File: src/design/oca_pkg.sv
// Purpose: Shared constants for the overcurrent alert logic.
// Assumes: 20 MHz clock; sense samples in 10 uV steps.
// Notes: Strap codes mirror the three pin levels: float, ground, supply.
package oca_pkg;

  localparam int CLK_PERIOD_NS = 50;
  localparam int SENSE_W = 16;
  localparam int SUM_W = 24;
  localparam int SENSE_LSB_UV = 10;

  // Comparison window
  localparam int WINDOW_NS = 10000;
  localparam int WINDOW_CYC = (WINDOW_NS + CLK_PERIOD_NS - 1) / CLK_PERIOD_NS;
  localparam int WIN_CNT_W = 8;

  // Response delay settings and the windows they need
  localparam int WINDOW_US = 10;
  localparam int DELAY_SHORT_US = 10;
  localparam int DELAY_MID_US = 50;
  localparam int DELAY_LONG_US = 100;
  localparam int DELAY_MID_EXTRA_US = 40;
  localparam int DELAY_LONG_EXTRA_US = 90;
  localparam int NEED_SHORT = DELAY_SHORT_US / WINDOW_US;
  localparam int NEED_MID = (DELAY_SHORT_US + DELAY_MID_EXTRA_US) / WINDOW_US;
  localparam int NEED_LONG =
    (DELAY_SHORT_US + DELAY_LONG_EXTRA_US) / WINDOW_US;
  localparam int CNT_W = 4;

  // Hysteresis amounts
  localparam int HYS_SMALL_UV = 2000;
  localparam int HYS_MID_UV = 4000;
  localparam int HYS_LARGE_UV = 8000;

  // Enable, disable and latch clear timing
  localparam int SLEEP_NS = 20000;
  localparam int SLEEP_CYC = SLEEP_NS / CLK_PERIOD_NS;
  localparam int WAKE_NS = 300000;
  localparam int WAKE_CYC = WAKE_NS / CLK_PERIOD_NS;
  localparam int LATCH_CLR_NS = 20000;
  localparam int LATCH_CLR_CYC =
    (LATCH_CLR_NS + CLK_PERIOD_NS - 1) / CLK_PERIOD_NS;
  localparam int TMR_W = 16;

  // Strap codes
  localparam logic [1:0] STRAP_FLOAT = 2'h0;
  localparam logic [1:0] STRAP_GND = 2'h1;
  localparam logic [1:0] STRAP_SUPPLY = 2'h2;

  // APB register map (byte addresses)
  localparam int ADDR_W = 8;
  localparam logic [7:0] REG_CTRL = 8'h00;
  localparam logic [7:0] REG_LIMIT = 8'h04;
  localparam logic [7:0] REG_STATUS = 8'h08;
  localparam logic [7:0] REG_SUM = 8'h0c;

  // CTRL fields
  localparam int CTRL_DELAY_LSB = 0;
  localparam int CTRL_HYS_LSB = 2;
  localparam logic [1:0] CTRL_DELAY_RST = 2'h0;
  localparam logic [1:0] CTRL_HYS_RST = 2'h0;
  localparam logic [15:0] LIMIT_RST = 16'hffff;

  // STATUS fields
  localparam int ST_ALERT = 0;
  localparam int ST_LOW_POWER = 1;
  localparam int ST_ACTIVE = 2;
  localparam int ST_HELD = 3;
  localparam int ST_LAST_OVER = 4;
  localparam int ST_CNT_LSB = 8;

  typedef enum {
    OCA_ACTIVE,
    OCA_SLEEPING,
    OCA_OFF,
    OCA_WAKING
  } oca_mode_e;

endpackage : oca_pkg

File: src/design/oca_window.sv
// Purpose: Free-running comparison window that sums sense samples.
// Assumes: Sense samples come from logic on the same clock.
// Notes: The window never realigns, so response time varies by up to
//        one window depending on where the event lands.
`timescale 1ns/1ps
module oca_window #(
  parameter int WINDOW_CYC = oca_pkg::WINDOW_CYC
) (
  input wire logic clk_in,
  input wire logic rst_n_in,
  input wire logic [oca_pkg::SENSE_W-1:0] sense_in,
  output logic [oca_pkg::SUM_W-1:0] sum_out,
  output logic done_out
);

  typedef struct packed {
    logic [oca_pkg::WIN_CNT_W-1:0] pos;
    logic [oca_pkg::SUM_W-1:0] acc;
    logic [oca_pkg::SUM_W-1:0] sum;
    logic done;
  } oca_win_s;

  localparam logic [oca_pkg::WIN_CNT_W-1:0] LAST =
    oca_pkg::WIN_CNT_W'(WINDOW_CYC - 1);

  oca_win_s cur;
  oca_win_s next_cur;

  always_comb begin
    next_cur = cur;
    next_cur.done = 1'b0;
    if (cur.pos == LAST) begin
      next_cur.pos = '0;
      next_cur.sum = cur.acc + oca_pkg::SUM_W'(sense_in);
      next_cur.acc = '0;
      next_cur.done = 1'b1;
    end else begin
      next_cur.pos = cur.pos + 1'b1;
      next_cur.acc = cur.acc + oca_pkg::SUM_W'(sense_in);
    end
  end

  always_ff @(posedge clk_in or negedge rst_n_in) begin
    if (!rst_n_in) begin
      cur <= '0;
    end else begin
      cur <= next_cur;
    end
  end

  assign sum_out = cur.sum;
  assign done_out = cur.done;

endmodule : oca_window

File: src/design/oca_alert.sv
// Purpose: Decision logic of a current-sense comparator with open-drain
//          alert, response delay, hysteresis, latch and enable control.
// Assumes: APB slave on clk_in; enable and latch pins are asynchronous.
// Notes: Flag and counter change at the end of a window; enable low clears the counter at once, the flag only when sleep ends in off.
`timescale 1ns/1ps
module oca_alert #(
  parameter int WAKE_CYC = oca_pkg::WAKE_CYC,
  parameter int SLEEP_CYC = oca_pkg::SLEEP_CYC,
  parameter int LATCH_CLR_CYC = oca_pkg::LATCH_CLR_CYC
) (
  input wire logic clk_in,
  input wire logic rst_n_in,
  input wire logic psel_in,
  input wire logic penable_in,
  input wire logic pwrite_in,
  input wire logic [oca_pkg::ADDR_W-1:0] paddr_in,
  input wire logic [31:0] pwdata_in,
  output logic [31:0] prdata_out,
  output logic pready_out,
  output logic pslverr_out,
  input wire logic [oca_pkg::SENSE_W-1:0] sense_in,
  input wire logic enable_in,
  input wire logic latch_in,
  output logic alert_out,
  output logic alert_oe_n_out
);

  typedef struct packed {
    oca_pkg::oca_mode_e mode;
    logic [oca_pkg::TMR_W-1:0] tmr;
    logic [oca_pkg::CNT_W-1:0] cnt;
    logic [oca_pkg::TMR_W-1:0] latch_lo;
    logic flag;
    logic held;
    logic last_over;
    logic en_s1;
    logic en_s2;
    logic la_s1;
    logic la_s2;
    logic [1:0] delay_sel;
    logic [1:0] hys_sel;
    logic [oca_pkg::SENSE_W-1:0] limit;
    logic [oca_pkg::SUM_W-1:0] last_sum;
    logic pready;
    logic pslverr;
    logic [31:0] prdata;
    logic alert_oe_n;
    logic alert_data;
  } oca_state_s;

  localparam logic [oca_pkg::TMR_W-1:0] WAKE_LAST =
    oca_pkg::TMR_W'(WAKE_CYC - 1);
  localparam logic [oca_pkg::TMR_W-1:0] SLEEP_LAST =
    oca_pkg::TMR_W'(SLEEP_CYC - 1);
  localparam logic [oca_pkg::TMR_W-1:0] LATCH_CLR =
    oca_pkg::TMR_W'(LATCH_CLR_CYC);

  oca_state_s cur;
  oca_state_s next_cur;

  logic [oca_pkg::SUM_W-1:0] win_sum;
  logic win_done;

  oca_window #(
    .WINDOW_CYC(oca_pkg::WINDOW_CYC)
  ) u_window (
    .clk_in(clk_in),
    .rst_n_in(rst_n_in),
    .sense_in(sense_in),
    .sum_out(win_sum),
    .done_out(win_done)
  );

  // Windows in a row required before the flag is raised
  function automatic logic [oca_pkg::CNT_W-1:0] need_windows(
    input logic [1:0] sel
  );
    logic [oca_pkg::CNT_W-1:0] n;
    n = oca_pkg::CNT_W'(oca_pkg::NEED_SHORT);
    if (sel == oca_pkg::STRAP_GND) begin
      n = oca_pkg::CNT_W'(oca_pkg::NEED_MID);
    end else if (sel == oca_pkg::STRAP_SUPPLY) begin
      n = oca_pkg::CNT_W'(oca_pkg::NEED_LONG);
    end
    return n;
  endfunction : need_windows

  // Hysteresis amount in sense steps; unused code acts as floating
  function automatic logic [oca_pkg::SENSE_W-1:0] hys_steps(
    input logic [1:0] sel
  );
    logic [oca_pkg::SENSE_W-1:0] h;
    h = oca_pkg::SENSE_W'(oca_pkg::HYS_SMALL_UV / oca_pkg::SENSE_LSB_UV);
    if (sel == oca_pkg::STRAP_GND) begin
      h = oca_pkg::SENSE_W'(oca_pkg::HYS_MID_UV / oca_pkg::SENSE_LSB_UV);
    end else if (sel == oca_pkg::STRAP_SUPPLY) begin
      h = oca_pkg::SENSE_W'(oca_pkg::HYS_LARGE_UV / oca_pkg::SENSE_LSB_UV);
    end
    return h;
  endfunction : hys_steps

  // Window sum compared against limit times window length, so no divider
  function automatic logic [oca_pkg::SUM_W-1:0] to_sum(
    input logic [oca_pkg::SENSE_W-1:0] level
  );
    logic [31:0] prod;
    prod = 32'(level) * 32'(oca_pkg::WINDOW_CYC);
    return prod[oca_pkg::SUM_W-1:0];
  endfunction : to_sum

  logic [oca_pkg::SUM_W-1:0] trip_sum;
  logic [oca_pkg::SUM_W-1:0] release_sum;
  logic [oca_pkg::SENSE_W-1:0] hysteresis_select;
  logic over;
  logic below;
  logic [oca_pkg::CNT_W-1:0] need;
  logic apb_access;
  logic apb_commit;

  always_comb begin
    hysteresis_select = hys_steps(cur.hys_sel);
    need = need_windows(cur.delay_sel);
    trip_sum = to_sum(cur.limit);
    // A limit under the hysteresis leaves no release level
    if (cur.limit > hysteresis_select) begin
      release_sum = to_sum(cur.limit - hysteresis_select);
    end else begin
      release_sum = '0;
    end
    over = win_sum > trip_sum;
    below = win_sum < release_sum;
    apb_access = psel_in && penable_in;
    apb_commit = apb_access && cur.pready;
  end

  always_comb begin
    next_cur = cur;

    // Pins from outside the clock domain
    next_cur.en_s1 = enable_in;
    next_cur.en_s2 = cur.en_s1;
    next_cur.la_s1 = latch_in;
    next_cur.la_s2 = cur.la_s1;

    // Latch-low time; a long enough low releases a held flag
    if (cur.la_s2) begin
      next_cur.latch_lo = '0;
    end else if (cur.latch_lo != LATCH_CLR) begin
      next_cur.latch_lo = cur.latch_lo + 1'b1;
    end
    if (cur.flag && cur.la_s2) begin
      next_cur.held = 1'b1;
    end else if (!cur.la_s2 && cur.latch_lo == LATCH_CLR) begin
      next_cur.held = 1'b0;
    end

    case (cur.mode)
      oca_pkg::OCA_ACTIVE: begin
        if (!cur.en_s2) begin
          next_cur.mode = oca_pkg::OCA_SLEEPING;
          next_cur.tmr = '0;
          next_cur.cnt = '0;
        end else if (win_done) begin
          next_cur.last_over = over;
          next_cur.last_sum = win_sum;
          if (!cur.flag) begin
            if (!over) begin
              next_cur.cnt = '0;
            end else if (cur.cnt + 1'b1 >= need) begin
              next_cur.flag = 1'b1;
              next_cur.cnt = '0;
            end else begin
              next_cur.cnt = cur.cnt + 1'b1;
            end
          end else if (below && !cur.held && !cur.la_s2) begin
            // Held flag or input still high keeps the alert low
            next_cur.flag = 1'b0;
          end
        end
      end
      oca_pkg::OCA_SLEEPING: begin
        next_cur.cnt = '0;
        if (cur.en_s2) begin
          next_cur.mode = oca_pkg::OCA_WAKING;
          next_cur.tmr = '0;
        end else if (cur.tmr == SLEEP_LAST) begin
          next_cur.mode = oca_pkg::OCA_OFF;
          next_cur.flag = 1'b0;
          next_cur.held = 1'b0;
        end else begin
          next_cur.tmr = cur.tmr + 1'b1;
        end
      end
      oca_pkg::OCA_OFF: begin
        next_cur.cnt = '0;
        next_cur.flag = 1'b0;
        next_cur.held = 1'b0;
        if (cur.en_s2) begin
          next_cur.mode = oca_pkg::OCA_WAKING;
          next_cur.tmr = '0;
        end
      end
      oca_pkg::OCA_WAKING: begin
        next_cur.cnt = '0;
        if (!cur.en_s2) begin
          next_cur.mode = oca_pkg::OCA_SLEEPING;
          next_cur.tmr = '0;
        end else if (cur.tmr == WAKE_LAST) begin
          next_cur.mode = oca_pkg::OCA_ACTIVE;
          next_cur.tmr = '0;
        end else begin
          next_cur.tmr = cur.tmr + 1'b1;
        end
      end
      default: begin
        next_cur.mode = oca_pkg::OCA_OFF;
      end
    endcase

    // Open drain: enable low pulls the wire low
    next_cur.alert_oe_n = !next_cur.flag;
    // Open-drain data stays low; only the enable ever moves
    next_cur.alert_data = 1'b0;

    // APB: one wait state so read data leaves a flip-flop
    next_cur.pready = 1'b0;
    next_cur.pslverr = 1'b0;
    if (apb_access && !cur.pready) begin
      next_cur.pready = 1'b1;
      next_cur.prdata = '0;
      if (paddr_in == oca_pkg::REG_CTRL) begin
        next_cur.prdata[oca_pkg::CTRL_DELAY_LSB +: 2] = cur.delay_sel;
        next_cur.prdata[oca_pkg::CTRL_HYS_LSB +: 2] = cur.hys_sel;
      end else if (paddr_in == oca_pkg::REG_LIMIT) begin
        next_cur.prdata[oca_pkg::SENSE_W-1:0] = cur.limit;
      end else if (paddr_in == oca_pkg::REG_STATUS) begin
        next_cur.prdata[oca_pkg::ST_ALERT] = cur.flag;
        next_cur.prdata[oca_pkg::ST_LOW_POWER] =
          cur.mode == oca_pkg::OCA_OFF;
        next_cur.prdata[oca_pkg::ST_ACTIVE] =
          cur.mode == oca_pkg::OCA_ACTIVE;
        next_cur.prdata[oca_pkg::ST_HELD] = cur.held;
        next_cur.prdata[oca_pkg::ST_LAST_OVER] = cur.last_over;
        next_cur.prdata[oca_pkg::ST_CNT_LSB +: oca_pkg::CNT_W] = cur.cnt;
      end else if (paddr_in == oca_pkg::REG_SUM) begin
        next_cur.prdata[oca_pkg::SUM_W-1:0] = cur.last_sum;
      end else begin
        next_cur.pslverr = 1'b1;
      end
    end
    // Writes land only on the edge that completes the transfer
    if (apb_commit && pwrite_in) begin
      if (paddr_in == oca_pkg::REG_CTRL) begin
        next_cur.delay_sel = pwdata_in[oca_pkg::CTRL_DELAY_LSB +: 2];
        next_cur.hys_sel = pwdata_in[oca_pkg::CTRL_HYS_LSB +: 2];
      end else if (paddr_in == oca_pkg::REG_LIMIT) begin
        next_cur.limit = pwdata_in[oca_pkg::SENSE_W-1:0];
      end
    end
  end

  always_ff @(posedge clk_in or negedge rst_n_in) begin
    if (!rst_n_in) begin
      cur <= '0;
      cur.mode <= oca_pkg::OCA_OFF;
      cur.delay_sel <= oca_pkg::CTRL_DELAY_RST;
      cur.hys_sel <= oca_pkg::CTRL_HYS_RST;
      cur.limit <= oca_pkg::LIMIT_RST;
      cur.alert_oe_n <= 1'b1;
    end else begin
      cur <= next_cur;
    end
  end

  assign prdata_out = cur.prdata;
  assign pready_out = cur.pready;
  assign pslverr_out = cur.pslverr;
  assign alert_out = cur.alert_data;
  assign alert_oe_n_out = cur.alert_oe_n;

endmodule : oca_alert

File: config.mk
export PLATFORM = sky130hd
export DESIGN_NAME = oca_alert
export DESIGN_NICKNAME = d
export VERILOG_FILES = /design/src/design/oca_pkg.sv /design/src/design/oca_window.sv /design/src/design/oca_alert.sv
export SDC_FILE = /design/constraint.sdc
export NUM_CORES = 1
export LEC_CHECK = 0
export ABC_AREA = 1
export BUFFER_PORTS_ARGS = -buffer_cell sky130_fd_sc_hd__buf_2
export CAP_MARGIN = 20
export CORE_ASPECT_RATIO = 1.2
export CORE_MARGIN = 5
export CORE_UTILIZATION = 60
export DETAILED_ROUTE_END_ITERATION = 7
export GPL_TIMING_DRIVEN = 0
export MAX_ROUTING_LAYER = met4
export PLACE_DENSITY = 0.87
export SYNTH_ARGS = -nofsm -noshare
export SYNTH_HDL_FRONTEND = slang
export SYNTH_SLANG_ARGS = --single-unit
File: constraint.sdc
create_clock -name clk_in -period 8.2 [get_ports clk_in]
set_input_delay 0 -clock clk_in [delete_from_list [all_inputs] [get_ports clk_in]]
set_output_delay 0 -clock clk_in [all_outputs]
set_load 0.005 [all_outputs]
==> results.py <==
metrics = {
    "run_status": {
        "status": "completed",
    },
    "grt": {
        "antenna_found_initial": 0,
        "grt_pass1_vias": 12365,
        "grt_max_degree": 106,
        "track_usage_pct": 28.4,
        "grt.overflow.total": 0,
        "grt_pass1_wl_um": 58200,
    },
    "logic_synthesis": {
        "yosysSeqAreaShare_pct": 32.2,
        "synth_top_family_by_area": "adder cells",
        "synth_area_um2": 13500,
        "synthCells": 1693,
        "synth_mux_area_share_pct": 0.333,
        "yosysWarnings": 0,
        "synth_compound_area_share_pct": 12.8,
        "synth-xor-area-share_pct": 3.43,
        "synth_top_flop_cell": "dfrtp_1",
        "synth-edff-count": 0,
        "synth-async-reset-ratio_pct": 100,
        "synth.ff_latch_count": 173,
        "synth_cell_types": 60,
        "yosys.area_share.simple_pct": 19.2,
        "synth.avg_cell_area_um2": 7.99,
        "synth_adder_area_share_pct": 21.1,
    },
    "placed_design": {
        "placed_cell_area_um2": 14300,
        "place_inst": 2054,
        "dp_slack_ns": 1.51,
        "io_buffers": 73,
        "place.gp.congestion": 0.960,
        "dp_hpwl_um": 26900,
    },
    "timing": {
        "fin_tns_setup_ns": 0,
        "clock_skew_ns": 0.0158,
        "rsz0062_at_grt": "no",
        "fin_crit_sh_pct": 83.4,
        "max_slew_margin_pct": 49.3,
        "worstMarginPinSlew_ns": 0.753,
        "fin_crit_ns": 6.84,
        "fmax_mhz": 146,
        "timing.final.ws_setup_ns": 1.36,
        "finalSetupViolCount": 0,
        "hold_viol_final": 0,
        "final_max_slew_viol_count": 0,
    },
    "clock_tree": {
        "htree_levels": 4,
        "clk_pin_slew_worst_paths_ns": 0.08,
        "clkSinkCount": 173,
        "cts_tree": "built",
        "cts_setup_buffers": 0,
        "cts_buffer_depth": 2,
        "cts_buffers": 17,
        "cts-root-buf": "clkbuf_16",
        "clkLatencyLatePin_ns": 0.44,
    },
    "critical_path": {
        "crit_slowest_cell": "fa_1",
        "arrival_ns": 7.21,
        "path_common_cell": "nand2_1",
        "cp_num_buf_inv": 4,
        "crit_path_end_kind": "register",
        "critPathKind": "register to register",
        "worstPathMaxFanout": 6,
        "max_stage_delay_ns": 0.53,
        "cpLargestDelayFamily": "adder cells",
        "cp-start-kind": "register",
        "critPathRequiredTime_ns": 8.56,
    },
    "drt": {
        "ant_nets": 0,
        "routed_wl_um": 34800,
        "drc_errors": 0,
        "viasPerCell": 5.69,
        "num_vias": 12008,
        "dr.pass1.iters": 7,
        "wl_per_cell_um": 16.5,
        "drtIter0Drc": 899,
    },
    "cells_and_area": {
        "multi_input_area_um2": 7710,
        "finalInstanceArea_um2": 15100,
        "seq_area_um2": 4350,
        "drive_above_1_share_pct": 12.3,
        "area_growth_pct": 12.0,
        "diodes": 0,
        "post-route-util_pct": 67.9,
        "layout.nets": 2097,
        "final_cells": 2112,
        "final_common_cell": "inv_1",
        "layout_common_cells": "inv_1 (286), nand2_1 (285), ha_1 (190)",
        "fill_cells": 1739,
    },
    "worst_hold_path": {
        "min_path_type": "primary input to register",
    },
    "floorplan": {
        "floorplan.initialDensity_pct": 60.6,
        "die_y_um": 174,
        "die_w_um": 147,
        "io_pins": 99,
        "num_rows": 60,
        "coreArea_um2": 22300,
        "dieArea_um2": 25600,
    },
    "power": {
        "p_per_area_nw_per_um2": 184,
        "vdd_ir_drop_max_uv": 195,
        "cellLeakagePower_nw": 7.93,
    },
    "flow_run": {
        "maxCapViolCount": 0,
    },
}
synthesized netlist by cell type (3+ instances only):
master	count	share of area, %
a22oi_1	3	0.17
mux2_2	4	0.33
o21ai_0	91	3.4
nand4_1	26	1.2
nor2_2	5	0.23
dfstp_2	18	3.5
inv_1	286	7.9
clkbuf_1	13	0.36
a31oi_1	5	0.23
nand3b_1	4	0.22
o21ai_2	6	0.39
o31ai_1	4	0.22
buf_4	33	1.8
buf_2	10	0.37
xnor2_1	17	1.1
nand2_1	285	7.9
a21oi_1	133	4.9
o21ai_1	31	1.1
o21a_1	4	0.22
nor3_1	24	0.89
nor4_1	7	0.32
nor2_1	133	3.7
dfrtp_1	155	29
nand2_4	3	0.25
xor2_1	36	2.3
a21o_1	5	0.28
fa_1	24	3.6
nor3_2	4	0.30
a221oi_1	5	0.32
a21oi_2	3	0.19
o211ai_1	3	0.17
or2_2	8	0.37
nand3_1	75	2.8
ha_1	190	18
inv_2	7	0.19
kinds of logic after synthesis:
group           count (synthesis)
fa+ha+maj                     214
buf+inv                       352
compound gates                309
simple gates                  587
other cells                     1
xor+xnor                       53
flops                         173
mux                             4
through the flow:
stage / power (mW) / hold WS (ns)
final: 2.78 / 0.0286
after global routing: 2.96 / 0.0581
after CTS: 2.78 / 0.0310
after detailed placement: 1.97 / -0.00193
after global placement: 1.94 / 0.110
after floorplan: 1.72 / -0.296
path summary, 6_finish.rpt:
path / from / to / slack, ns / cells after the start
max in group asynchronous: rst_n_in / u_window.cur[34] / 7.17 / 3
setup / recovery: cur[76] / alert_oe_n_out / 1.36 / 34
hold / removal: sense_in[1] / u_window.cur[26] / 0.03 / 4
setup reg to reg: cur[76] / alert_oe_n_out / 1.36 / 34
hold reg to reg: cur[81] / cur[80] / 0.36 / 0
min in group asynchronous: rst_n_in / cur[76] / 0.12 / 2
final cells by class:
type                            instances  share of cell area, %
Tap cell                              279                   2.31
Clock buffer                           17                   2.81
Timing Repair Buffer                  100                   4.38
Clock inverter                         15                   1.02
Multi-Input combinational cell       1176                   51.0
Sequential cell                       173                   28.7
Buffer                                 58                   2.49
Inverter                              294                   7.30
repair_timing:
action | in CTS | in global routing
endpoints found under the hold margin | 94 | 0
hold buffers | 26 | 0
resized for setup | 0 | 0
layer usage:
layer	global-route usage (%)	up-vias	part of all wire [%]
met5	-	-	0
met4	10.9	0	3.7
met3	4.46	102	6.3
met2	49.3	455	50
met1	33.0	5675	40
li1	-	5776	-
worst reg2reg max path: cells and delay by family, from the launching register on:
family          cells  cell delay (ns)
flops               1             0.39
xor+xnor            2             0.66
buf+inv             4             0.30
compound gates      5             0.82
simple gates       15             1.90
fa+ha+maj           8             2.71
flip-flops by register name (all words and copies together), names as in the netlist, named ones only:
register,count
cur,88
u_window.cur,32
prdata_out,24
u_window.sum_out,24
alert_oe_n_out,1
pready_out,1
pslverr_out,1
u_window.done_out,1
power breakdown:
part,switching (mW),internal [mW],total [mW]
sequential,0.0442,0.935,0.979
combinational,0.643,0.363,1.01
clock,0.393,0.405,0.798
(Power assumes the default switching activity.)
